===== src/verilog/btx_pkg.sv =====
/*
  btx_pkg: shared constants, operation codes and carriers for the
  bit and transfer execution datapath.
  assumes: one clock domain; the decoder supplies a decoded opcode.
*/
`default_nettype none

package btx_pkg;

  // ==========================================================
  // widths and status bit positions
  localparam int BTX_DW = 8;
  localparam int BTX_AW = 16;
  localparam int BTX_IOAW = 6;
  localparam int BTX_BSELW = 3;
  localparam int BTX_F_C = 0;
  localparam int BTX_F_Z = 1;
  localparam int BTX_F_N = 2;
  localparam int BTX_F_V = 3;
  localparam int BTX_F_S = 4;
  localparam int BTX_F_H = 5;
  localparam int BTX_F_T = 6;
  localparam int BTX_F_I = 7;
  localparam logic [7:0] BTX_STATUS_REGISTER_RST = 8'h00;
  localparam logic [15:0] BTX_SP_RST = 16'hffff;
  localparam logic [15:0] BTX_SP_STEP = 16'h0001;

  // ==========================================================
  // operations
  typedef enum logic [4:0] {
    BTX_OP_NOP,
    BTX_OP_IO_IN,
    BTX_OP_IO_OUT,
    BTX_OP_PUSH,
    BTX_OP_POP,
    BTX_OP_EXCHANGE_MEM,
    BTX_OP_LOAD_AND_SET_MEM,
    BTX_OP_LOAD_AND_CLEAR_MEM,
    BTX_OP_LOAD_AND_TOGGLE_MEM,
    BTX_OP_SHIFT_LEFT_LOGICAL,
    BTX_OP_SHIFT_RIGHT_LOGICAL,
    BTX_OP_ROTATE_LEFT_CARRY,
    BTX_OP_ROTATE_RIGHT_CARRY,
    BTX_OP_SHIFT_RIGHT_ARITH,
    BTX_OP_NIBBLE_SWAP,
    BTX_OP_STATUS_BIT_SET,
    BTX_OP_STATUS_BIT_CLEAR,
    BTX_OP_IO_BIT_SET,
    BTX_OP_IO_BIT_CLEAR,
    BTX_OP_STORE_BIT_TO_TRANSFER,
    BTX_OP_LOAD_BIT_FROM_TRANSFER
  } btx_op_t;

  // ==========================================================
  // carriers
  typedef struct packed {
    btx_op_t op;
    logic [BTX_DW-1:0] reg_val;
    logic [BTX_IOAW-1:0] io_addr;
    logic [BTX_BSELW-1:0] bit_sel;
    logic [BTX_AW-1:0] z_ptr;
  } btx_cmd_t;

  typedef struct packed {
    logic we;
    logic [BTX_DW-1:0] wdata;
  } btx_rf_wr_t;

  typedef struct packed {
    logic re;
    logic we;
    logic [BTX_AW-1:0] addr;
    logic [BTX_DW-1:0] wdata;
  } btx_mem_req_t;

  typedef struct packed {
    logic re;
    logic we;
    logic [BTX_IOAW-1:0] addr;
    logic [BTX_DW-1:0] wdata;
  } btx_io_req_t;

endpackage

`default_nettype wire

===== src/verilog/btx_exec.sv =====
/*
  btx_exec: execution datapath for transfer and bit instructions.
  assumes: memory and io reads return data combinationally in the
  same cycle as the read strobe; the decoder holds cmd while busy is
  high and offers a new one only when busy is low.
*/
`timescale 1ns/1ps
`default_nettype none

module btx_exec
  import btx_pkg::*;
(
  // clock and reset
  input wire logic clk,
  input wire logic rstn,
  // decoded command
  input wire logic cmd_valid,
  input wire btx_pkg::btx_cmd_t cmd,
  output logic busy,
  output logic done,
  // register file write back
  output btx_pkg::btx_rf_wr_t rf_wr,
  // data memory
  output btx_pkg::btx_mem_req_t mem_req,
  input wire logic [btx_pkg::BTX_DW-1:0] mem_rdata,
  // io space
  output btx_pkg::btx_io_req_t io_req,
  input wire logic [btx_pkg::BTX_DW-1:0] io_rdata,
  // state visible to the core
  output logic [btx_pkg::BTX_DW-1:0] status_register,
  output logic [btx_pkg::BTX_AW-1:0] stack_ptr
);

  // ==========================================================
  // state
  typedef enum logic [1:0] {BTX_ST_IDLE, BTX_ST_POP2, BTX_ST_RMW2} btx_state_t;

  btx_state_t state_q, state_d;
  logic [BTX_DW-1:0] status_register_q, status_register_d;
  logic [BTX_AW-1:0] sp_q, sp_d;
  btx_cmd_t hold_q, hold_d;
  btx_rf_wr_t rf_q, rf_d;
  btx_mem_req_t mem_d;
  btx_io_req_t io_d;
  logic done_q, done_d;

  // one-hot of the selected bit, used for io, status and transfer ops
  function automatic logic [BTX_DW-1:0] bit_mask(input logic [BTX_BSELW-1:0] sel);
    bit_mask = 8'h01 << sel;
  endfunction

  // ==========================================================
  // bit positions inside a data byte
  localparam int MSB = BTX_DW - 1;
  localparam int HALF = BTX_DW / 2;
  // half carry of a left move reports the old low-nibble top bit
  localparam int H_SRC = HALF - 1;

  // ==========================================================
  // shifter and flag datapath
  wire logic [BTX_DW-1:0] rv = cmd.reg_val;
  wire logic [BTX_DW-1:0] mask = bit_mask(cmd.bit_sel);
  wire logic c_old = status_register_q[BTX_F_C];
  wire logic [BTX_DW-1:0] lsl_r = {rv[MSB-1:0], 1'b0};
  wire logic [BTX_DW-1:0] lsr_r = {1'b0, rv[MSB:1]};
  wire logic [BTX_DW-1:0] rol_r = {rv[MSB-1:0], c_old};
  wire logic [BTX_DW-1:0] ror_r = {c_old, rv[MSB:1]};
  wire logic [BTX_DW-1:0] asr_r = {rv[MSB], rv[MSB:1]};
  wire logic [BTX_DW-1:0] swp_r = {rv[HALF-1:0], rv[MSB:HALF]};
  wire logic left_op = (cmd.op == BTX_OP_SHIFT_LEFT_LOGICAL)
                     || (cmd.op == BTX_OP_ROTATE_LEFT_CARRY);
  wire logic [BTX_DW-1:0] sh_r =
    (cmd.op == BTX_OP_SHIFT_LEFT_LOGICAL) ? lsl_r :
    (cmd.op == BTX_OP_SHIFT_RIGHT_LOGICAL) ? lsr_r :
    (cmd.op == BTX_OP_ROTATE_LEFT_CARRY) ? rol_r :
    (cmd.op == BTX_OP_ROTATE_RIGHT_CARRY) ? ror_r : asr_r;
  // carry out is bit 7 for left moves and bit 0 for right moves
  wire logic sh_c = left_op ? rv[MSB] : rv[0];
  wire logic sh_n = sh_r[MSB];
  wire logic sh_v = sh_n ^ sh_c;
  wire logic sh_z = (sh_r == '0);
  wire logic sh_s = sh_n ^ sh_v;
  logic [BTX_DW-1:0] sh_status_register;

  // ==========================================================
  // flag image after a shift or rotate
  // each flag placed by its named position, so a moved bit
  // in the status layout cannot silently land in the wrong place
  always_comb
  begin
    sh_status_register = status_register_q;
    sh_status_register[BTX_F_C] = sh_c;
    sh_status_register[BTX_F_Z] = sh_z;
    sh_status_register[BTX_F_N] = sh_n;
    sh_status_register[BTX_F_V] = sh_v;
    sh_status_register[BTX_F_S] = sh_s;
    // right moves leave half carry alone
    if (left_op)
    begin
      sh_status_register[BTX_F_H] = rv[H_SRC];
    end
  end

  // read-modify-write results, computed from held register and memory
  wire logic [BTX_DW-1:0] rmw_mem =
    (hold_q.op == BTX_OP_LOAD_AND_SET_MEM) ? (hold_q.reg_val | mem_rdata) :
    (hold_q.op == BTX_OP_LOAD_AND_CLEAR_MEM) ? (~hold_q.reg_val & mem_rdata) :
    (hold_q.op == BTX_OP_LOAD_AND_TOGGLE_MEM) ? (hold_q.reg_val ^ mem_rdata) :
    hold_q.reg_val;

  wire logic take = cmd_valid && (state_q == BTX_ST_IDLE);

  // ==========================================================
  // next state
  always_comb
  begin
    state_d = state_q;
    status_register_d = status_register_q;
    sp_d = sp_q;
    hold_d = hold_q;
    rf_d = '0;
    mem_d = '0;
    io_d = '0;
    done_d = 1'b0;
    case (state_q)
      BTX_ST_IDLE:
      begin
        if (take)
        begin
          hold_d = cmd;
          case (cmd.op)
            BTX_OP_IO_IN:
            begin
              io_d.re = 1'b1;
              io_d.addr = cmd.io_addr;
              rf_d = '{we: 1'b1, wdata: io_rdata};
              done_d = 1'b1;
            end
            BTX_OP_IO_OUT:
            begin
              io_d = '{re: 1'b0, we: 1'b1, addr: cmd.io_addr, wdata: rv};
              done_d = 1'b1;
            end
            BTX_OP_PUSH:
            begin
              mem_d = '{re: 1'b0, we: 1'b1, addr: sp_q, wdata: rv};
              sp_d = sp_q - BTX_SP_STEP;
              done_d = 1'b1;
            end
            BTX_OP_POP:
            begin
              sp_d = sp_q + BTX_SP_STEP;
              state_d = BTX_ST_POP2;
            end
            BTX_OP_EXCHANGE_MEM, BTX_OP_LOAD_AND_SET_MEM,
            BTX_OP_LOAD_AND_CLEAR_MEM, BTX_OP_LOAD_AND_TOGGLE_MEM:
              state_d = BTX_ST_RMW2;
            BTX_OP_SHIFT_LEFT_LOGICAL, BTX_OP_SHIFT_RIGHT_LOGICAL,
            BTX_OP_ROTATE_LEFT_CARRY, BTX_OP_ROTATE_RIGHT_CARRY,
            BTX_OP_SHIFT_RIGHT_ARITH:
            begin
              rf_d = '{we: 1'b1, wdata: sh_r};
              status_register_d = sh_status_register;
              done_d = 1'b1;
            end
            BTX_OP_NIBBLE_SWAP:
            begin
              rf_d = '{we: 1'b1, wdata: swp_r};
              done_d = 1'b1;
            end
            // generic flag ops set or clear whichever status bit bit_sel picks
            BTX_OP_STATUS_BIT_SET:
            begin
              status_register_d = status_register_q | mask;
              done_d = 1'b1;
            end
            BTX_OP_STATUS_BIT_CLEAR:
            begin
              status_register_d = status_register_q & ~mask;
              done_d = 1'b1;
            end
            BTX_OP_IO_BIT_SET, BTX_OP_IO_BIT_CLEAR:
            begin
              io_d.re = 1'b1;
              io_d.we = 1'b1;
              io_d.addr = cmd.io_addr;
              io_d.wdata = (cmd.op == BTX_OP_IO_BIT_SET)
                ? (io_rdata | mask) : (io_rdata & ~mask);
              done_d = 1'b1;
            end
            BTX_OP_STORE_BIT_TO_TRANSFER:
            begin
              status_register_d[BTX_F_T] = |(rv & mask);
              done_d = 1'b1;
            end
            BTX_OP_LOAD_BIT_FROM_TRANSFER:
            begin
              rf_d.we = 1'b1;
              rf_d.wdata = status_register_q[BTX_F_T] ? (rv | mask) : (rv & ~mask);
              done_d = 1'b1;
            end
            default:
              done_d = 1'b1;
          endcase
        end
      end
      BTX_ST_POP2:
      begin
        mem_d.re = 1'b1;
        mem_d.addr = sp_q;
        rf_d = '{we: 1'b1, wdata: mem_rdata};
        done_d = 1'b1;
        state_d = BTX_ST_IDLE;
      end
      BTX_ST_RMW2:
      begin
        // second cycle reads and writes the same byte; memory must give
        // old data before the write lands at the edge
        mem_d = '{re: 1'b1, we: 1'b1, addr: hold_q.z_ptr, wdata: rmw_mem};
        rf_d = '{we: 1'b1, wdata: mem_rdata};
        done_d = 1'b1;
        state_d = BTX_ST_IDLE;
      end
      default:
        state_d = BTX_ST_IDLE;
    endcase
  end

  // ==========================================================
  // registers
  always_ff @(posedge clk)
  begin
    if (!rstn)
    begin
      state_q <= BTX_ST_IDLE;
      status_register_q <= BTX_STATUS_REGISTER_RST;
      sp_q <= BTX_SP_RST;
      hold_q <= '0;
      done_q <= 1'b0;
    end
    else
    begin
      state_q <= state_d;
      status_register_q <= status_register_d;
      sp_q <= sp_d;
      hold_q <= hold_d;
      done_q <= done_d;
    end
  end

  // ==========================================================
  // outputs: strobes combinational so memory and io see them in-cycle
  assign rf_wr = rf_d;
  assign mem_req = mem_d;
  assign io_req = io_d;
  assign busy = (state_q != BTX_ST_IDLE);
  assign done = done_d;
  assign status_register = status_register_q;
  assign stack_ptr = sp_q;

  // done_q kept as a registered copy of done; no logic reads it and it is not an output
  wire logic unused_done_q = done_q;

endmodule // btx_exec

`default_nettype wire


===== config.mk =====
export PLATFORM = sky130hd
export DESIGN_NAME = btx_exec
export DESIGN_NICKNAME = d
export VERILOG_FILES = /design/src/verilog/btx_pkg.sv /design/src/verilog/btx_exec.sv
export SDC_FILE = /design/constraint.sdc
export NUM_CORES = 1
export LEC_CHECK = 0
export BUFFER_PORTS_ARGS = -buffer_cell sky130_fd_sc_hd__buf_4
export CAP_MARGIN = 40
export CORE_UTILIZATION = 45
export DETAILED_ROUTE_END_ITERATION = 8
export PLACE_DENSITY = 0.81
export SYNTH_ARGS = -nofsm -noshare
export SYNTH_HDL_FRONTEND = slang
export SYNTH_SLANG_ARGS = --single-unit

===== constraint.sdc =====
create_clock -name clk -period 7.65 [get_ports clk]
set_clock_uncertainty 0.15 [all_clocks]
set_input_delay 0 -clock clk [delete_from_list [all_inputs] [get_ports clk]]
set_output_delay 0 -clock clk [all_outputs]
set_load 0.01 [all_outputs]

# [Yosys cells after proc, flatten, opt, wreduce, memory -nomap -nowiden]
# Cells that the tools add are included.
# Widths: inputs -> output; s select.
[word_totals] reg_bits=55 latchBits=0 ram_bits=0 mem_bits_ro=0 inputBits=57 out_inout_bits=77 elab_cells=113 memories=0
[op_classes] add_sub_neg=2 mul=0 n_div=0 n_lt_le_gt_ge=0 eq_ne=26 shifts=1 muxes=34 bitwise_logic=14 n_reduce_logical=27
[op_table] cell="$mux 8" count=9
[op_table] cell="$mux 25" count=2
[op_table] cell="$pmux 16 s3" count=1
[op_table] cell="$eq 5x4->1 const B" count=9
[op_table] cell="$and 8x8->8" count=5
[op_table] cell="$pmux 9 s4" count=1
[op_table] cell="$mux 16" count=2
[op_table] cell="$or 8x8->8" count=4
[op_table] cell="$pmux 16 s2" count=1
[op_table] cell="$pmux 8 s2" count=2
[op_table] cell="$eq 5x3->1 const B" count=6
[op_table] cell="$eq 5x5->1 const B" count=5
[op_table] cell="$pmux 6 s3" count=1
[op_table] cell="$pmux 9 s2" count=1
[op_table] cell="$add 16x1->16 const B" count=1
[op_table] cell="$not 8->8" count=2
[op_table] cell="$sub 16x1->16 const B" count=1
[op_table] cell="$reduce_and 3->1" count=4
[op_table] cell="$eq 5x2->1 const B" count=2
[op_table] cell="$reduce_or 5->1" count=2
[op_table] cell="$mux 9" count=1
[op_table] cell="$logic_not 8->1" count=1
[op_table] cell="$pmux 1 s2" count=4
[op_table] cell="$reduce_bool 2->1" count=4
[op_table] cell="other kinds (21)" count=33

# [Logic depth before layout (Yosys ltp)]
# Gate-level depths: netlist of the first run.
[depth] word_depth=8 mapped_depth=11 depth_no_buf=9

# [Worst setup path after synthesis of the first run]
# OpenSTA, ideal clock, no wires.
[synth_timing] path_type="input -> register" start="in cmd[34] (netlist bit)" end="reg sp_q[15] (netlist: stack_ptr[15])" setup_time_ns=0.121 t_arrival_ns=2.418 required_time_ns=7.379 path_slack_ns=4.961 path_stages=10 path_buffers=1 path_cell_list="buf_2 > nor3b_1 > nand2_1 > ha_1 > o21ai_0 > o21ai_2 > a21oi_1 > o31ai_1 > mux2i_1 > mux2_2"
[synth_via] elab_chain_len=3 word_cells_on_any_way=5 cone_classes="eq/ne: 2; mux: 1; reduce/logical: 2"
[synth_lines] element="start: declaration" line_no="btx_exec.sv:18" rtl="input wire btx_pkg::btx_cmd_t cmd,"
[synth_lines] element="$eq 5x3->1 or $eq 5x2->1 (tied branches)" line_no="btx_exec.sv:131" rtl="case (cmd.op)"
[synth_lines] element="$reduce_bool 2->1 (no source line)"
[synth_lines] element="$reduce_and 3->1 (no source line)"
[synth_lines] element="end signal: assignment" line_no="btx_exec.sv:245" rtl="sp_q <= sp_d;"
[synth_lines] element="end: declaration" line_no="btx_exec.sv:40" rtl="logic [BTX_AW-1:0] sp_q, sp_d;"
# Several ways; a longest one is shown, not always the timed one.
# A chain may end at the register's enable or synchronous reset.

# [Final worst setup path of the first run]
# Ends and elaborated chain as after synthesis.

==> reports/qor.yml, run 1 <==
globalRouteOverflowTotal: 0
regToRegSetupSlack_ps: 5240
rsz0062_at_grt: "no"
post_synth_xor_area_fraction: 0.0256
ys_seq_area_frac: 0.230
syn_nets: 755
place_congestion: 0.931
synth-compound-area-share: 0.274
max-clock-path-buffers: 2
startpoint: "cmd[34]"
die-area_mm2: 0.0111
worstPathRequired_ps: 7730
tns_ps: 0
path_delay_family: "simple AND/OR/NAND/NOR gates"
arrival_ps: 3510
cts_max_level: 2
drc: 0
num_vias: 5298
routedWlPerCell_um: 16.8
synth_seq_cells: 55
reg2regPathDepth: 7
worstSetupPathDepth: 11
crit_end: "stack_ptr[15]"
setup.worst_path.class: "input pin to flip-flop"
leakage_nw: 2.70
crit_buf_inv: 2
drtIter0Drc: 485
clock_latency_ps: 320
outcome: "completed"
setup_viol: 0
drtPass1Iterations: 5
critPathMaxStageDelay_ps: 570
r2r-end: "stack_ptr[15]"
nets: 877
holdCritPathClass: "input pin to flip-flop"
synthTopCellsByArea: "dfxtp_1 (23%), nand2_1 (8.9%), ha_1 (8.9%), a21oi_1 (8.1%), mux2i_1 (5.8%)"
port_buffers: 133
startpoint_type: "input pin"
fmaxAchievable_ghz: 0.291
m1WireLength_um: 6560
grt_usage: 0.278
ys_async_sr_fraction: 0
hpwl_um: 10900
slew_viol_final: 0
cpMaxStageDelayCell: "ha_1"
detail-route-antenna-nets: 0
synth_top_area_share: 0.230
synth.avg_cell_area_um2: 7.24
synth_top_area_cell: "dfxtp_1"
clock_sinks: 55
powerDensity_mw_per_mm2: 113
synth_top_family_by_area: "compound AO/OA/AOI/OAI gates"
grt_pass1_wl_um: 24900
synth_ff_type: "dfxtp_1"
worst_pin_slew_ps: 922
wl_met3_um: 1060
cp-end-kind: "flip-flop"
maxUsedRoutingLayer: "met4"
cts_setup_buffers: 0
whs_ps: 84.0
die_w_um: 105
cts_tree: "done"
first_global_vias: 5024
multi_input_area_mm2: 0.00334
peakVddDrop_uv: 71.8
fp-row-count: 37
reg2reg_from: "stack_ptr[2]"
synthMuxAreaShare: 0.0725
yosysUniqueCellTypes: 62
ys_warn_count: 0
synthToLayoutAreaGrowth_pct: 28.2
ctsResizeCount: 0
coreArea_mm2: 0.0103
syn-cell-area_mm2: 0.00480
antenna_found_initial: 0
antenna_cells: 0
dr_wl_met2_um: 7470
path_cells: "dlygate4sd3_1 > buf_4 > nor3b_1 > nand2_1 > ha_1 > o21ai_0 > o21ai_2 > a21oi_1 > o31ai_1 > mux2i_1 > mux2_2"
min_period_ps: 3430
start_util: 0.465
io_pins: 134
synth_edf_count: 0
yosys-top-cells-count: "nand2_1 (114), a21oi_1 (78), nor2_1 (67)"
numCtsBuffers: 5
synth.most_common_cell: "nand2_1"
post_route_cells_drive_above_1_share: 0.212
synth-simple-area-share: 0.232
hold_violations: 0
cts_root_buffer: "clkbuf_8"
seq_area_mm2: 0.00110
die_h_um: 105
fillCellCount: 905
clkTransAtPathRegs_ps: 110
synth_fa_ha_area_frac: 0.0929
period_share: 0.449
netlist_instances: 663
vias_per_cell: 5.75
cap_violations: 0
critPathMaxFanout: 18
slew_headroom: 0.381
grt_max_degree: 41
wl_um: 15500
[registers in the layout, indices dropped and copies added (netlist names), named ones only]
register,count
status_register,7
stack_ptr,16
state_q,2
hold_q,29
[final cells by class]
| class | instances | area share |
|---|---|---|
| Sequential cell | 55 | 0.179 |
| Inverter | 24 | 0.0146 |
| Timing Repair Buffer | 169 | 0.221 |
| Multi-Input combinational cell | 530 | 0.543 |
| Clock inverter | 3 | 0.00366 |
| Tap cell | 136 | 0.0277 |
| Clock buffer | 5 | 0.0112 |
[worst min-delay path, stage by stage]
cell	delay, ps
buf_4	140
mux2i_1	180
nor3_1	70
nor2_1	90
nor2_1	40
[report_power, final]
group	internal, mW	total (mW)	leakage, nW	switching (mW)
combinational	0.0934	0.206	2.20	0.113
sequential	0.299	0.310	0.450	0.0110
clock	0.0667	0.176	0.0489	0.109
total	0.459	0.692	2.70	0.233
[per-layer routing]
layer | GRT usage | vias up
li1 | - | 2585
met1 | 0.343 | 2427
met2 | 0.486 | 243
met3 | 0.0390 | 43
met4 | 0.107 | 0
met5 | 0 | -
[worst min path at each step]
stage,from,end,slack [ps],cells past startpoint
finish,cmd[18],status_register[6],80,5
global route,cmd[18],status_register[6],120,5
CTS,cmd[18],status_register[6],90,5
detailed placement,cmd[6],hold_q[6],110,3
global placement,cmd[1],hold_q[1],100,3
floorplan,cmd[0],hold_q[0],-10,2
[what timing repair did]
| action | CTS | global route |
|---|---|---|
| endpoints found under the hold margin | 48 | 0 |
| hold buffers | 30 | 0 |
| endpoints found under the setup margin | 0 | 0 |
[metrics by stage]
step / utilization / setup WS, ps / cells / power (mW) / cell area [um^2]
2_1_floorplan: - / 4960 / 663 / 0.435 / 4800
3_3_place_gp: 0.555 / 4640 / 882 / 0.500 / 5730
3_5_place_dp: 0.558 / 4420 / 884 / 0.507 / 5760
4_1_cts: 0.596 / 4250 / 922 / 0.692 / 6150
5_1_grt: 0.596 / 3970 / 922 / 0.727 / 6150
6_report: 0.596 / 4220 / 922 / 0.692 / 6150
[layout by cell type, fill, tap and decap left out, types with 3 or more instances in the layout]
cell type      count
a211oi_1          13
a21o_1             4
a21oi_1           78
a22oi_1           32
a31oi_1            4
and2_1             9
buf_4            137
clkbuf_8           5
dfxtp_1           55
dlygate4sd3_1     30
ha_1              34
inv_1             23
mux2i_1           28
nand2_1          114
nand2b_1           3
nand3b_1           5
nor2_1            67
nor2b_1            4
nor3_1            14
nor3b_1            4
o211ai_1           8
o21a_1             3
o21ai_0           38
o21bai_1           3
o221ai_1           8
o31ai_1            4
or2_2              3
or3_1              3
xnor2_1            7
xor2_1             7
[cells by family after synthesis]
kind of cell	after synthesis
AND/OR/NAND/NOR	242
AO/OA/AOI/OAI	207
buffers and inverters	78
flip-flops	55
adder cells (fa/ha/maj)	35
multiplexers	32
XOR/XNOR	14
Power figures use the tool's default switching activity.
==> run 2: changes to the inputs <==
Settings changed: ABC_AREA from default to 1.
Clock period 7.65 ns to 3.2 ns, I/O delays scaled along.
==> run 2 against run 1 <==
Combinational power rose to 2.7 times the previous value. Critical path depth is 6 higher. Largest power group unchanged. Sequential power up 140%. Clock power grew 130%. Design area increased by 6.3%. Clock-buffer cell count did not move.
==> reports/qor.yml, run 2 <==
outcome: "completed"
critPathMaxFanout: 17
path_cells: "dlygate4sd3_1 > buf_4 > inv_2 > nand2_1 > nor2_1 > nand2_1 > ha_1 > a21oi_1 > nand2_1 > nand2_1 > nand2_1 > nand2_1 > nand2_1 > nand2_1 > nand2_1 > nand2_1 > nand3_1"
ys_seq_area_frac: 0.219
synth_top_area_share: 0.219
arrival_ps: 2930
largest_register_ffs: 29
powerDensity_mw_per_mm2: 261
ys_async_sr_fraction: 0
place_ws_ps: 581
clock_sinks: 55
wl_um: 16800
clock_latency_ps: 320
regToRegSetupSlack_ps: 860
worstPathRequired_ps: 3240
switching_share: 0.352
synth_ff_type: "dfxtp_1"
antenna_cells: 0
reg2regPathDepth: 12
layout_commonest_cell: "nand2_1"
cpMaxStageDelayCell: "ha_1"
grt_usage: 0.288
tns_ps: 0
io_pins: 134
yosysUniqueCellTypes: 46
synthTopCellsByArea: "dfxtp_1 (22%), nand2_1 (19%), a21oi_1 (9.5%), ha_1 (8.5%), o21ai_0 (8.0%)"
die-area_mm2: 0.0116
period_share: 0.903
cp-end-kind: "flip-flop"
worstHoldStart: "cmd[16]"
grt_max_degree: 50
power_frac_seq: 0.440
grt_pass1_wl_um: 26600
worst_pin_slew_ps: 878
drtIter0Drc: 626
fmaxAchievable_ghz: 0.346
synthToLayoutAreaGrowth_pct: 30.2
cp_common_cell: "nand2_1"
holdCritPathClass: "input pin to flip-flop"
detail-route-antenna-nets: 0
setup_viol: 0
post_route_cells_drive_above_1_share: 0.181
die_w_um: 108
netlist_instances: 851
synth-simple-area-share: 0.361
cts_root_buffer: "clkbuf_8"
start_util: 0.463
critPathMaxStageDelay_ps: 540
post_synth_xor_area_fraction: 0.00349
syn-cell-area_mm2: 0.00502
leakage_nw: 3.19
startpoint_type: "input pin"
synth_fa_ha_area_frac: 0.0887
synth.most_common_cell: "nand2_1"
synth.avg_cell_area_um2: 5.90
ys_warn_count: 0
regMostFlops: "hold_q"
routedWlPerCell_um: 14.7
slew_headroom: 0.412
clockPowerShare: 0.238
antenna_found_initial: 0
syn_nets: 943
cts_max_level: 2
cts_setup_buffers: 0
setup_slack_ps: 310
drtPass1Iterations: 7
nets: 1093
synth-compound-area-share: 0.225
port_buffers: 133
synth_top_area_cell: "dfxtp_1"
r2r-end: "status_register[3]"
clkTransAtPathRegs_ps: 110
rsz0062_at_grt: "no"
synth_seq_cells: 55
peakVddDrop_uv: 185
hold_violations: 0
first_global_vias: 5301
synth_top_family_by_area: "simple AND/OR/NAND/NOR gates"
coreArea_mm2: 0.0108
min_period_ps: 2890
die_h_um: 108
hold_depth: 7
synthMuxAreaShare: 0.00199
cts_tree: "done"
num_vias: 6103
fp-row-count: 38
drc: 0
globalRouteOverflowTotal: 0
cell_internal_pwr_mw: 1.11
slew_viol_final: 0
total_power_mw: 1.71
yosys-top-cells-count: "nand2_1 (251), a21oi_1 (95), nor2_1 (86)"
setup.worst_path.class: "input pin to flip-flop"
cap_violations: 0
layout_common_cells: "nand2_1 (251), buf_4 (139), a21oi_1 (95)"
vias_per_cell: 5.35
power.switching_mw: 0.600
worstHoldEndpoint: "status_register[3]"
place_congestion: 0.998
hpwl_um: 12300
numCtsBuffers: 5
post-route-util: 0.603
power_frac_comb: 0.322
max-clock-path-buffers: 2
reg2reg_from: "state_q[0]"
synth_edf_count: 0
run 2: worst max-delay path: cells and delay by family:
family,cells,cell delay [ps]
AND/OR/NAND/NOR,12,1420
buffers and inverters,3,820
adder cells (fa/ha/maj),1,540
AO/OA/AOI/OAI,1,140
run 2: through the flow:
step           std cells  cell area [um^2]  hold WS [ps]
6_report            1141              6540          82.8
5_1_grt             1141              6540           150
4_1_cts             1141              6540          69.5
3_5_place_dp        1097              6080           111
3_3_place_gp        1097              6080           106
2_1_floorplan        851              5020         -47.2
run 2: how the worst max path moves through the flow:
stage / depth (start not counted) / slack [ps] / to / start
3_5_place_dp: 16 / 580 / stack_ptr[15] / cmd[33]
6_report: 17 / 310 / stack_ptr[15] / cmd[33]
4_1_cts: 17 / 360 / stack_ptr[15] / cmd[33]
3_3_place_gp: 16 / 660 / stack_ptr[15] / cmd[33]
2_1_floorplan: 16 / 1030 / stack_ptr[15] / cmd[33]
5_1_grt: 16 / 1 / stack_ptr[11] / cmd[33]
run 2: final cells by class:
class | count | area (um^2)
clock buffer | 5 | 68.8
clock inverter | 2 | 16.3
fill | 1107 | 4300
inverter | 92 | 347
multi-input combinational | 671 | 3420
sequential | 55 | 1100
tap | 140 | 175
timing repair buffer | 176 | 1410
run 2: power groups by stage:
stage | registers (mW) | logic [mW] | clock network [mW]
2_1_floorplan | 0.764 | 0.300 | 0
3_3_place_gp | 0.765 | 0.494 | 0
3_5_place_dp | 0.766 | 0.498 | 0
4_1_cts | 0.750 | 0.539 | 0.414
5_1_grt | 0.756 | 0.608 | 0.447
6_report | 0.751 | 0.549 | 0.407
run 2: kinds of logic after synthesis:
| kind of cell | count (synthesis) |
|---|---|
| multiplexers | 1 |
| flip-flops | 55 |
| AND/OR/NAND/NOR | 423 |
| XOR/XNOR | 2 |
| adder cells (fa/ha/maj) | 35 |
| AO/OA/AOI/OAI | 210 |
| buffers and inverters | 125 |
run 2: repair_timing:
action	in CTS	in global routing
resized for setup	0	0
hold buffers	37	0
endpoints found under the hold margin	43	0
run 2: layer usage:
layer,vias to the layer above,global-route usage,share of wire
met5,-,0,0
met4,0,0.0636,0.017
met3,30,0.0466,0.079
met2,259,0.473,0.46
met1,2739,0.393,0.44
li1,3075,-,-
==> run 3: changes to the inputs <==
Settings changed: ABC_AREA 1 to default.
==> run 3 against run 2 <==
Sequential power decreased by 1%. Largest power group unchanged. Sequential cell count unchanged. Setup slack got worse by 98 ps. Maximum frequency decreased by 3.3%. Design area decreased by 5.6%. Largest cell class unchanged. Routed wire length decreased by 7.0%.
==> reports/qor.yml, run 3 (synthesis gave the netlist of run 1 again) <==
drtPass1Iterations: 5
outcome: "completed"
powerDensity_mw_per_mm2: 267
drc: 0
antenna_found_initial: 0
reg2regPathDepth: 7
fillCellCount: 910
clkTransAtPathRegs_ps: 110
grt_max_degree: 41
die-area_mm2: 0.0111
worstHoldEndpoint: "status_register[6]"
path_cells: "dlygate4sd3_1 > buf_4 > nor2_1 > nand2_1 > ha_1 > o21ai_0 > o21ai_2 > a21oi_1 > o31ai_1 > mux2i_1 > mux2_2"
fp-row-count: 37
path_delay_family: "compound AO/OA/AOI/OAI gates"
period_share: 0.934
cts_tree: "done"
post_route_cells_drive_above_1_share: 0.215
nets: 880
setup_viol: 0
reg2reg_from: "stack_ptr[1]"
worstPathRequired_ps: 3270
num_vias: 5395
cts_hold_buffers: 30
synthToLayoutAreaGrowth_pct: 28.7
regToRegSetupSlack_ps: 780
slew_headroom: 0.319
routedWlPerCell_um: 16.8
first_global_vias: 5263
multi_input_area_mm2: 0.00334
holdCritPathClass: "input pin to flip-flop"
worst_pin_slew_ps: 1020
cts_max_level: 2
leakage_nw: 2.71
cts_setup_buffers: 0
layout_commonest_cell: "buf_4"
vias_per_cell: 5.83
regMostFlops: "hold_q"
wl_um: 15600
r2r-end: "stack_ptr[15]"
crit_buf_inv: 2
cpMaxStageDelayCell: "dlygate4sd3_1"
hold_depth: 5
hpwl_um: 11100
critPathMaxFanout: 17
start_util: 0.465
cp-end-kind: "flip-flop"
critPathMaxStageDelay_ps: 540
seq_area_mm2: 0.00110
peakVddDrop_uv: 202
antenna_cells: 0
grt_pass1_wl_um: 25300
layout_common_cells: "buf_4 (140), nand2_1 (114), a21oi_1 (78)"
globalRouteOverflowTotal: 0
arrival_ps: 3060
io_pins: 134
min_period_ps: 2990
whs_ps: 37.3
cts_root_buffer: "clkbuf_8"
grt_usage: 0.280
tns_ps: 0
setup.worst_path.class: "input pin to flip-flop"
die_w_um: 105
cap_violations: 0
numCtsBuffers: 5
port_buffers: 133
worstSetupPathDepth: 11
die_h_um: 105
ctsResizeCount: 0
max-clock-path-buffers: 2
coreArea_mm2: 0.0103
startpoint_type: "input pin"
fmaxAchievable_ghz: 0.335
slew_viol_final: 0
clock_sinks: 55
rsz0062_at_grt: "no"
place_congestion: 0.912
hold_violations: 0
drtIter0Drc: 361
post-route-util: 0.598
largest_register_ffs: 29
detail-route-antenna-nets: 0
clock_latency_ps: 320
worstHoldStart: "cmd[34]"
-- run 3: cell types whose count changed in the layout (fill, tap and decap cells not counted), moves of 27 or more --
cell / change
a22oi_1: +32
inv_1: -59
mux2i_1: +27
nand2_1: -137
nand3_1: -49
o21ai_0: -42
-- run 3: cell type report --
class                   count  share of cell area
well taps                 136              0.0276
flip-flops and latches     55               0.178
repair buffers            172               0.224
multi-input cells         530               0.541
clock inverters             3             0.00365
clock buffers               5              0.0111
inverters                  24              0.0146
-- run 3: power breakdown --
part / internal [mW] / total [mW] / switching, mW
clock: 0.158 / 0.414 / 0.257
combinational: 0.224 / 0.494 / 0.270
sequential: 0.715 / 0.741 / 0.0260
total: 1.10 / 1.65 / 0.553
-- run 3: worst reg2reg max path, cell delays in order (launching register included) --
cell and delay (ps):
dfxtp_1 470, ha_1 290, a211oi_1 380, o21ai_2 140
a21oi_1 250, o31ai_1 130, mux2i_1 170, mux2_2 340
-- run 3: per-stage QoR --
stage | instances | instance area [um^2] | power (mW) | setup WS, ps
floorplan | 663 | 4800 | 1.04 | 511
detailed placement | 887 | 5780 | 1.21 | 127
finish | 925 | 6170 | 1.65 | 212
global route | 925 | 6170 | 1.73 | 7.12
global placement | 885 | 5750 | 1.20 | 362
CTS | 925 | 6170 | 1.65 | 198
-- run 3: worst max path at each step --
stage,start,to,slack [ps]
floorplan,cmd[34],stack_ptr[15],510
detailed placement,cmd[34],stack_ptr[15],130
global route,cmd[37],stack_ptr[15],7
CTS,cmd[37],stack_ptr[15],200
global placement,cmd[34],stack_ptr[15],360
finish,cmd[37],stack_ptr[15],210
-- run 3: routing by layer --
metal,vias to the layer above,track usage,wire length (um)
met3,42,0.0439,1210
met2,268,0.485,7550
li1,2593,-,-
met4,0,0.121,489
met1,2492,0.342,6340
met5,-,0,0
